File: config.mk
export PLATFORM = sky130hd
export DESIGN_NAME = scs_sequencer
export DESIGN_NICKNAME = d
export VERILOG_FILES = /design/src/design/scs_pkg.sv /design/src/design/scs_ms_tick.sv /design/src/design/scs_sequencer.sv
export SDC_FILE = /design/constraint.sdc
export NUM_CORES = 1
export LEC_CHECK = 0
export BUFFER_PORTS_ARGS = -buffer_cell sky130_fd_sc_hd__buf_2
export CAP_MARGIN = 20
export CORE_MARGIN = 5
export CORE_UTILIZATION = 45
export CTS_CLUSTER_DIAMETER = 40
export CTS_CLUSTER_SIZE = 20
export DETAILED_ROUTE_END_ITERATION = 8
export GPL_TIMING_DRIVEN = 0
export MAX_ROUTING_LAYER = met4
export SLEW_MARGIN = 40
export SYNTH_ARGS = -nofsm -noshare
export SYNTH_HDL_FRONTEND = slang
export SYNTH_SLANG_ARGS = --single-unit
File: constraint.sdc
create_clock -name clk_i -period 9.2 [get_ports clk_i]
set_input_delay 1.38 -clock clk_i [delete_from_list [all_inputs] [get_ports clk_i]]
set_output_delay 1.38 -clock clk_i [all_outputs]
set_load 0.01 [all_outputs]
File: src/design/scs_pkg.sv
// shared constants and carriers for the scan-cycle sequencer
package scs_pkg;
    // ==========================================================
    // timing
    // ==========================================================
    localparam int CLK_MHZ         = 125;
    localparam int MS_CYCLES       = CLK_MHZ * 1000;
    localparam int LIMITED_WIN_MS  = 6;
    localparam int RTC_WIN_MS      = 400;
    localparam int WATCHDOG_MS     = 500;
    localparam int CONST_MIN_MS    = 5;
    localparam int CONST_MAX_MS    = 500;
    localparam int BLINK_WINDOW_MS = 5000;
    localparam int HOLD_MS         = 500;
    localparam int BLINK_HALF_MS   = 250;
    localparam int MSW             = 13;

    // ==========================================================
    // scan phases, one-hot
    // ==========================================================
    typedef enum logic [7:0] {
        PH_HOUSE  = 8'h01,
        PH_INPUT  = 8'h02,
        PH_EXEC   = 8'h04,
        PH_OUTPUT = 8'h08,
        PH_TOOL   = 8'h10,
        PH_SYS    = 8'h20,
        PH_DIAG   = 8'h40,
        PH_WAIT   = 8'h80
    } scs_phase_t;

    typedef enum logic [3:0] {
        MD_RUN      = 4'h1,
        MD_STOP_IO  = 4'h2,
        MD_STOP_NIO = 4'h4,
        MD_FAULT    = 4'h8
    } scs_mode_t;

    // configuration carrier
    typedef struct packed {
        logic             const_scan_dflt;
        logic [MSW-1:0]   const_len_ms;
        logic             rtc_mode;
        logic             stop_io_scan;
        logic             sw_mode_en;
        logic             sw_protect_en;
    } scs_cfg_t;

    // phase-done handshakes from the outside world
    typedef struct packed {
        logic input_done;
        logic exec_done;
        logic output_done;
        logic tool_idle;
        logic sys_idle;
        logic diag_done;
    } scs_done_t;
endpackage : scs_pkg

File: src/design/scs_ms_tick.sv
// free-running millisecond tick divider
`timescale 1ns/100ps
module scs_ms_tick #(
    parameter int DIV = scs_pkg::MS_CYCLES
) (
    input  wire logic clk_i,    // system clock
    input  wire logic rst_n_i,  // async reset, active low
    output logic      tick_o    // one-cycle pulse every DIV clocks
);
    import scs_pkg::*;

    logic [31:0] cnt_r;

    always_ff @(posedge clk_i or negedge rst_n_i)
    begin
        if (!rst_n_i)
        begin
            cnt_r  <= '0;
            tick_o <= 1'b0;
        end
        else
        begin
            tick_o <= (cnt_r == 32'(DIV - 1));
            cnt_r  <= (cnt_r == 32'(DIV - 1)) ? '0 : cnt_r + 32'h1;
        end
    end
endmodule : scs_ms_tick

File: src/design/scs_sequencer.sv
// scan-cycle sequencer: phases, windows, watchdog, constant scan, run/stop switch
// Function
// - phases run housekeeping, input, exec, output, tool (if attached), system, diagnostics
// - limited mode: window closes when idle or after 6 ms
// - run-to-completion: window runs until idle, capped at 400 ms
// - standard mode watchdog of 500 ms restarts at each scan start
// - watchdog expiry: OK off for one cycle (relit at next housekeeping), reset pulse, fault logged, enter stop
// - constant-scan length accepted from 5 to 500 ms
// - expired constant timer never cuts a phase short
// - scan after an overrun logs an overrun alarm
// - scan after that alarm sets the overrun flag
// - flag clears when scan fits or constant mode is off
// - constant-scan default edited only while stopped, applied on store
// - stop states skip execution; io scan per configuration
// - while stopped, tool and system windows keep running
// - service call 13 stops at end of current scan, outputs default, diag logged
// - after config reset, switch selects mode and protection is off
// - switch to run with only non-fatal faults enters run from a stop state other than fault-stop, faults kept
// - fault-stop plus fatal fault and switch to run blinks 5 s
// - run 0.5 s, stop 0.5 s, run again clears faults and runs
// - toggle not finished in 5 s: indicator off, stay fault-stop
// - switch protection blocks memory writes and forcing while the switch is at stop
// - constant mode housekeeping waits for length or sets flag
// - switch in stop with selection enabled refuses run
// - run-to-stop toggle enters stop with or without io per config
`timescale 1ns/100ps
module scs_sequencer #(
    parameter int WD_MS   = scs_pkg::WATCHDOG_MS,
    parameter int BLINK_MS = scs_pkg::BLINK_WINDOW_MS,
    parameter int HOLD_T  = scs_pkg::HOLD_MS,
    parameter int TICK_DIV = scs_pkg::MS_CYCLES
) (
    input  wire logic              clk_i,          // system clock
    input  wire logic              rst_n_i,        // async reset, active low
    input  scs_pkg::scs_cfg_t      cfg_i,          // configuration inputs
    input  wire logic              cfg_store_i,    // store pulse for configuration
    input  wire logic              cfg_reset_i,    // configuration reset pulse
    input  scs_pkg::scs_done_t     done_i,         // phase completion signals
    input  wire logic              tool_attached_i,// programming tool present
    input  wire logic              sw_run_i,       // mode switch at run
    input  wire logic              svc_stop_i,     // program_service_call 13 pulse
    input  wire logic              run_req_i,      // tool run request
    input  wire logic              stop_req_i,     // tool stop request
    input  wire logic              fatal_fault_i,  // fatal faults present
    input  wire logic              mem_wr_req_i,   // tool write/force request
    output scs_pkg::scs_phase_t    phase_o,        // current phase
    output scs_pkg::scs_mode_t     mode_o,         // run or stop state
    output logic                   scan_start_o,   // pulse at scan start
    output logic                   scan_overrun_flag_o, // overrun flag to logic
    output logic                   ovr_alarm_o,    // pulse: overrun alarm logged
    output logic                   wd_fault_o,     // pulse: watchdog fault logged
    output logic                   wd_reset_o,     // pulse: self reset
    output logic                   diag_log_o,     // pulse: stop-call diagnostic
    output logic                   faults_clr_o,   // pulse: clear fault table
    output logic                   out_default_o,  // outputs at defaults
    output logic                   ok_led_o,       // ok indicator
    output logic                   run_led_o,      // run indicator
    output logic                   mem_wr_ok_o     // memory write/force permitted
);
    import scs_pkg::*;

    // ==========================================================
    // state
    // ==========================================================
    typedef struct packed {
        scs_phase_t     phase;
        scs_mode_t      mode;
        logic [MSW-1:0] scan_ms;
        logic [MSW-1:0] win_ms;
        logic [MSW-1:0] blink_ms;
        logic [MSW-1:0] hold_ms;
        logic [1:0]     tstep;
        logic           blinking;
        logic           const_act;
        logic [MSW-1:0] const_len;
        logic           ovr_seen;
        logic           alarm_done;
        logic           stop_pend;
        logic           sw_prev;
        logic           sw_mode_en;
        logic           sw_prot_en;
        logic           scan_start;
        logic           flag;
        logic           alarm;
        logic           wd_fault;
        logic           wd_rst;
        logic           diag;
        logic           fclr;
        logic           out_dflt;
        logic           ok_led;
        logic           run_led;
        logic           wr_ok;
    } scs_state_t;

    scs_state_t s_r;
    scs_state_t s_nxt;
    logic       tick;
    logic       sw_s1_r;
    logic       sw_s2_r;

    scs_ms_tick #(.DIV(TICK_DIV)) u_tick (
        .clk_i   (clk_i),
        .rst_n_i (rst_n_i),
        .tick_o  (tick)
    );

    // switch synchroniser
    always_ff @(posedge clk_i or negedge rst_n_i)
    begin
        if (!rst_n_i)
        begin
            sw_s1_r <= 1'b0;
            sw_s2_r <= 1'b0;
        end
        else
        begin
            sw_s1_r <= sw_run_i;
            sw_s2_r <= sw_s1_r;
        end
    end

    localparam logic [MSW-1:0] WIN_LIM = MSW'(LIMITED_WIN_MS);
    localparam logic [MSW-1:0] WIN_RTC = MSW'(RTC_WIN_MS);
    localparam logic [MSW-1:0] WD_LEN  = MSW'(WD_MS);
    localparam logic [MSW-1:0] BLK_LEN = MSW'(BLINK_MS);
    localparam logic [MSW-1:0] HLD_LEN = MSW'(HOLD_T);
    localparam logic [MSW-1:0] C_MIN   = MSW'(CONST_MIN_MS);
    localparam logic [MSW-1:0] C_MAX   = MSW'(CONST_MAX_MS);
    localparam logic [MSW-1:0] BLK_HF  = MSW'(BLINK_HALF_MS);

    // ==========================================================
    // next state
    // ==========================================================
    always_comb
    begin
        logic stopped;
        logic win_end;
        logic idle;
        logic sw_rise;
        logic sw_fall;
        logic [MSW-1:0] win_cap;
        stopped = 1'b0;
        win_end = 1'b0;
        idle    = 1'b0;
        sw_rise = 1'b0;
        sw_fall = 1'b0;
        win_cap = '0;
        s_nxt   = s_r;
        s_nxt.scan_start = 1'b0;
        s_nxt.alarm      = 1'b0;
        s_nxt.wd_fault   = 1'b0;
        s_nxt.wd_rst     = 1'b0;
        s_nxt.diag       = 1'b0;
        s_nxt.fclr       = 1'b0;
        stopped = (s_r.mode != MD_RUN);
        sw_rise = sw_s2_r && !s_r.sw_prev;
        sw_fall = !sw_s2_r && s_r.sw_prev;
        s_nxt.sw_prev = sw_s2_r;

        // millisecond counters
        if (tick)
        begin
            if (s_r.scan_ms != '1)
                s_nxt.scan_ms = s_r.scan_ms + MSW'(1);
            if (s_r.win_ms != '1)
                s_nxt.win_ms = s_r.win_ms + MSW'(1);
            if (s_r.hold_ms != '1)
                s_nxt.hold_ms = s_r.hold_ms + MSW'(1);
        end

        // configuration
        if (cfg_reset_i)
        begin
            s_nxt.sw_mode_en = 1'b1;
            s_nxt.sw_prot_en = 1'b0;
        end
        else if (cfg_store_i && stopped)
        begin
            s_nxt.sw_mode_en = cfg_i.sw_mode_en;
            s_nxt.sw_prot_en = cfg_i.sw_protect_en;
            s_nxt.const_act  = cfg_i.const_scan_dflt;
            if (cfg_i.const_len_ms >= C_MIN && cfg_i.const_len_ms <= C_MAX)
                s_nxt.const_len = cfg_i.const_len_ms;
        end
        if (!s_r.const_act)
            s_nxt.flag = 1'b0;

        // phase sequencing
        win_cap = cfg_i.rtc_mode ? WIN_RTC : WIN_LIM;
        unique case (s_r.phase)
            PH_HOUSE:
            begin
                s_nxt.scan_start = 1'b1;
                s_nxt.scan_ms    = '0;
                if (s_r.ovr_seen && !s_r.alarm_done)
                begin
                    s_nxt.alarm      = 1'b1;
                    s_nxt.alarm_done = 1'b1;
                    s_nxt.ovr_seen   = 1'b0;
                end
                else if (s_r.alarm_done)
                begin
                    s_nxt.flag       = s_r.const_act;
                    s_nxt.alarm_done = 1'b0;
                end
                s_nxt.phase = PH_INPUT;
            end
            PH_INPUT:
                if (done_i.input_done || (stopped && !cfg_i.stop_io_scan))
                    s_nxt.phase = stopped ? PH_OUTPUT : PH_EXEC;
            PH_EXEC:
                // a stop taken mid-execution leaves the phase at once
                if (done_i.exec_done || stopped)
                    s_nxt.phase = PH_OUTPUT;
            PH_OUTPUT:
                if (done_i.output_done || s_r.out_dflt)
                begin
                    s_nxt.win_ms = '0;
                    s_nxt.phase  = tool_attached_i ? PH_TOOL : PH_SYS;
                end
            PH_TOOL:
            begin
                idle    = done_i.tool_idle;
                win_end = idle || (s_r.win_ms >= win_cap);
                if (win_end)
                begin
                    s_nxt.win_ms = '0;
                    s_nxt.phase  = PH_SYS;
                end
            end
            PH_SYS:
            begin
                idle    = done_i.sys_idle;
                win_end = idle || (s_r.win_ms >= win_cap);
                if (win_end)
                    s_nxt.phase = PH_DIAG;
            end
            PH_DIAG:
                if (done_i.diag_done)
                begin
                    if (s_r.const_act && (s_r.scan_ms > s_r.const_len))
                        s_nxt.ovr_seen = 1'b1;
                    else if (s_r.const_act && !s_r.alarm_done)
                        s_nxt.flag = 1'b0;
                    if (s_r.stop_pend)
                    begin
                        s_nxt.mode      = cfg_i.stop_io_scan ? MD_STOP_IO : MD_STOP_NIO;
                        s_nxt.out_dflt  = 1'b1;
                        s_nxt.diag      = 1'b1;
                        s_nxt.stop_pend = 1'b0;
                    end
                    s_nxt.phase = PH_WAIT;
                end
            PH_WAIT:
                // constant mode waits for the scan length
                if (!s_r.const_act || s_r.scan_ms >= s_r.const_len)
                    s_nxt.phase = PH_HOUSE;
            default:
                s_nxt.phase = PH_HOUSE;
        endcase

        if (svc_stop_i && !stopped)
            s_nxt.stop_pend = 1'b1;

        // run/stop control
        if (stop_req_i && !stopped)
        begin
            s_nxt.mode     = cfg_i.stop_io_scan ? MD_STOP_IO : MD_STOP_NIO;
            s_nxt.out_dflt = 1'b1;
        end
        if (s_r.sw_mode_en && sw_fall && !stopped)
        begin
            s_nxt.mode     = cfg_i.stop_io_scan ? MD_STOP_IO : MD_STOP_NIO;
            s_nxt.out_dflt = 1'b1;
        end
        if (stopped && s_r.mode != MD_FAULT && !fatal_fault_i
            && (!s_r.sw_mode_en || sw_s2_r)
            && (run_req_i || (s_r.sw_mode_en && sw_rise)))
        begin
            s_nxt.mode     = MD_RUN;
            s_nxt.out_dflt = 1'b0;
        end

        // fault-clearing blink window
        if (s_r.mode == MD_FAULT && s_r.sw_mode_en && !s_r.blinking && sw_rise
            && fatal_fault_i)
        begin
            s_nxt.blinking = 1'b1;
            s_nxt.blink_ms = '0;
            s_nxt.hold_ms  = '0;
            s_nxt.tstep    = 2'h0;
        end
        if (s_r.blinking)
        begin
            if (tick)
                s_nxt.blink_ms = s_r.blink_ms + MSW'(1);
            if (s_r.tstep == 2'h0 && sw_fall)
            begin
                s_nxt.tstep   = (s_r.hold_ms >= HLD_LEN) ? 2'h1 : 2'h0;
                s_nxt.hold_ms = '0;
            end
            else if (s_r.tstep == 2'h1 && sw_rise)
            begin
                if (s_r.hold_ms >= HLD_LEN)
                begin
                    s_nxt.fclr     = 1'b1;
                    s_nxt.mode     = MD_RUN;
                    s_nxt.out_dflt = 1'b0;
                    s_nxt.blinking = 1'b0;
                end
                else
                begin
                    s_nxt.tstep   = 2'h0;
                    s_nxt.hold_ms = '0;
                end
            end
            else if (s_r.tstep == 2'h0 && sw_rise)
                s_nxt.hold_ms = '0;
            if (s_r.blink_ms >= BLK_LEN && s_nxt.blinking)
                s_nxt.blinking = 1'b0;
        end

        // watchdog in standard mode
        if (!s_r.const_act && s_r.scan_ms >= WD_LEN && s_r.phase != PH_WAIT)
        begin
            s_nxt.ok_led   = 1'b0;
            s_nxt.wd_rst   = 1'b1;
            s_nxt.wd_fault = 1'b1;
            s_nxt.mode     = MD_FAULT;
            s_nxt.out_dflt = 1'b1;
            s_nxt.phase    = PH_HOUSE;
            s_nxt.scan_ms  = '0;
            s_nxt.blinking = 1'b0;
        end
        else if (s_r.phase == PH_HOUSE)
            s_nxt.ok_led = 1'b1;

        // indicators and protection
        if (s_nxt.blinking)
            s_nxt.run_led = (s_r.blink_ms / BLK_HF) % MSW'(2) == '0;
        else
            s_nxt.run_led = (s_nxt.mode == MD_RUN);
        s_nxt.wr_ok = !(s_r.sw_prot_en && !sw_s2_r) && mem_wr_req_i;
    end

    always_ff @(posedge clk_i or negedge rst_n_i)
    begin
        if (!rst_n_i)
        begin
            s_r            <= '0;
            s_r.phase      <= PH_HOUSE;
            s_r.mode       <= MD_STOP_NIO;
            s_r.sw_mode_en <= 1'b1;
            s_r.const_len  <= MSW'(CONST_MAX_MS);
            s_r.out_dflt   <= 1'b1;
        end
        else
            s_r <= s_nxt;
    end

    // ==========================================================
    // outputs
    // ==========================================================
    assign phase_o             = s_r.phase;
    assign mode_o              = s_r.mode;
    assign scan_start_o        = s_r.scan_start;
    assign scan_overrun_flag_o = s_r.flag;
    assign ovr_alarm_o         = s_r.alarm;
    assign wd_fault_o          = s_r.wd_fault;
    assign wd_reset_o          = s_r.wd_rst;
    assign diag_log_o          = s_r.diag;
    assign faults_clr_o        = s_r.fclr;
    assign out_default_o       = s_r.out_dflt;
    assign ok_led_o            = s_r.ok_led;
    assign run_led_o           = s_r.run_led;
    assign mem_wr_ok_o         = s_r.wr_ok;
endmodule : scs_sequencer

==> impl_metrics.toml <==
[setup_path]
worstPathRequired_ns = 9.50
critPathKind = "register to register"
worst_path_most_repeated_cell = "nor2_1"
cp-end-kind = "register"
cp_slowest_cell = "nor4b_1"
crit_chain = "buf_2 -> o211ai_1 -> xor2_1 -> nor2_1 -> o211a_1 -> nor2_1 -> o211ai_1 -> nor4b_1 -> nor2_1 -> maj3_1 -> a311o_1 -> o32a_1"
crit_fanout = 10
arrival_ns = 4.42
slowest_delay_ns = 0.52
start_kind = "register"

[layout]
n_antenna_cell = 0
fillCellCount = 1662
layout-drive-gt1-share = 0.1555
multi_input_area_um2 = 4232
final_nets = 1020
seqCellArea_um2 = 3316
area_growth_pct = 15.49

[sta]
final.period_utilization = 0.4479
finalSetupViolations = 0
period_needed_ns = 4.121
tns_ns = 0
worst_pin_slew_ns = 0.7304
hold_viol = 0
max_freq_mhz = 242.7
rsz0062_at_grt = "no"
drv_slew = 0
relSlewSlack = 0.5089
fin_worst_skew_ns = 0.01009

[clocking]
clk_pin_slew_ns = 0.06
cts_hold_buf = 0
clk_latency_ns = 0.42
numCtsBuffers = 17
cts.path.max_buffers = 2
root_buffer = "clkbuf_16"
post-cts-setup-buffers = 0
numClockSinks = 132
cts_tree = "built"
post_cts_resized = 0
htree_num_levels = 4

[power]
power_w = 0.001801
max-vdd-ir-drop_uv = 138.1
p_per_area_nw_per_um2 = 196.4
p_leak_nw = 4.162

[routing]
wl_per_cell_um = 15.12
drt_iter0_drc = 348
drcViolationCount = 0
vias = 6557
postRouteAntennaNets = 0
dr.pass1.iters = 7
via_per_inst = 5.482
routed_wl_um = 18080

[synth]
synth_cells = 881
netlist_area_um2 = 7941
ys_types = 83
synth_top_area_frac = 0.3844
synth_nets = 943
synth-seq-cells = 132
synth_edf_count = 0
ys_seq_area_frac = 0.4175
synth_ff_type = "dfrtp_1"
synth-async-reset-ratio = 1.000
yosysTopAreaCell = "dfrtp_1"
ys_warn_count = 0
synth.area.top_cells = "dfrtp_1 38%, nor2_1 5.0%, xnor2_1 4.4%"
syn_area_per_cell_um2 = 9.014

[floorplan]
rows = 48
die_w_um = 142.8
die_area_um2 = 20400
initial_core_util = 0.4591
core_area_um2 = 17300
ios = 58
die_height_um = 142.8

[job]
drv_cap = 0

[outcome]
status = "finished clean"

[min_path]
hold_class = "register to register"

[placement]
hpwl_um = 13110
numPortBuffers = 57
place.gp.congestion = 0.8583

[global_routing]
grt.total_usage = 0.1909
grt_overflow_total = 0
grt_pass1_vias = 6459
grt_pass1_wl_um = 31040
grt_max_degree = 69
antenna_found_initial = 0
[per-layer routing]
layer	track usage	up-vias	wire length (µm)
met5	-	-	0
li1	-	3296	-
met4	0.05703	0	240
met1	0.2509	3139	8573
met2	0.3042	100	8731
met3	0.03315	22	538
[state kept, by name (all words and copies together), names as in the netlist, 4 cells and up]
register	cells
mode_o	4
phase_o	8
s_r	75
u_tick.cnt_r	32
[critical path, delay by kind of cell, from the launching register on]
family | cells | cell delay, ns
fa+ha+maj | 1 | 0.38
simple gates | 4 | 1.20
buf+inv | 1 | 0.20
flops | 1 | 0.39
compound gates | 5 | 1.73
xor+xnor | 1 | 0.12
[logic make-up (layout without fill, tap and decap cells)]
group | after synthesis | count (layout) | share of synthesized area
xor gates and xnor gates | 71 | 71 | 0.07831
buffers and inverters | 85 | 175 | 0.05042
AOI/OAI and AO/OA | 169 | 169 | 0.1574
muxes | 6 | 6 | 0.007878
DFF | 132 | 132 | 0.4175
and+or+nand+nor | 389 | 389 | 0.2434
adders and majority gates | 29 | 29 | 0.04506
[worst paths after layout]
kind / start / end / slack (ns) / cells past startpoint
max in group asynchronous: rst_n_i / mode_o[2]$_DFF_PN1_ / 7.57 / 2
hold reg to reg: sw_s1_r$_DFF_PN0_ / sw_s2_r$_DFF_PN0_ / 0.40 / 0
min in group asynchronous: rst_n_i / s_r[20]$_DFFE_PN0P_ / 0.89 / 1
setup / recovery: s_r[52]$_DFF_PN0_ / run_led_o$_DFF_PN0_ / 5.08 / 12
hold / removal: sw_s1_r$_DFF_PN0_ / sw_s2_r$_DFF_PN0_ / 0.40 / 0
setup reg to reg: s_r[52]$_DFF_PN0_ / run_led_o$_DFF_PN0_ / 5.08 / 12
[report_power, final]
group | internal (W) | leakage, nW | switching [W]
Sequential | 0.000673 | 1.66 | 0.0000742
Clock | 0.000450 | 0.297 | 0.000257
Combinational | 0.000152 | 2.21 | 0.000195
[cells in the mapped netlist, drive strengths merged, types with 7 or more instances]
library cell and number:
nand2 82, ha 27, and2 7, o21ai 39
xor2 31, nor3 35, or3 12, nand3 48
buf 26, nand4 20, a31oi 8, o21a 14
nor4 19, dfrtp 122, xnor2 40, nor2b 9
inv 41, clkbuf 18, a211oi 8, nor2 106
dfstp 10, o31ai 9, a21oi 27, nand2b 10
and3 15
[stage by stage]
stage               instance area (µm²)  hold WS, ns    util  instances  setup WS, ns
floorplan                          7941       0.3312       -        881         5.617
global placement                   8508       0.3922  0.4919       1163         4.922
detailed placement                 8552       0.3859  0.4944       1164         5.065
CTS                                9171       0.4007  0.5302       1196         5.150
global route                       9171       0.4097  0.5302       1196         4.821
finish                             9171       0.4048  0.5302       1196         5.079
[final cells by class]
cell class,instances,area share
Multi-Input combinational cell,664,0.4614
Tap cell,225,0.03070
Clock inverter,10,0.01583
Sequential cell,132,0.3615
Buffer,44,0.02688
Timing Repair Buffer,58,0.03520
Inverter,41,0.01678
Clock buffer,22,0.05171
[layout by cell type, fill, tap and decap left out, drive strengths merged, types with 15 or more instances in the layout]
cell / count
buf: 84
nor4: 19
nand3: 48
o21ai: 39
ha: 27
nor2: 106
nor3: 35
and3: 15
nand2: 82
xnor2: 40
dfrtp: 122
clkbuf: 40
inv: 43
xor2: 31
nand4: 20
a21oi: 27
No activity file was read; power rests on OpenSTA's default activity.
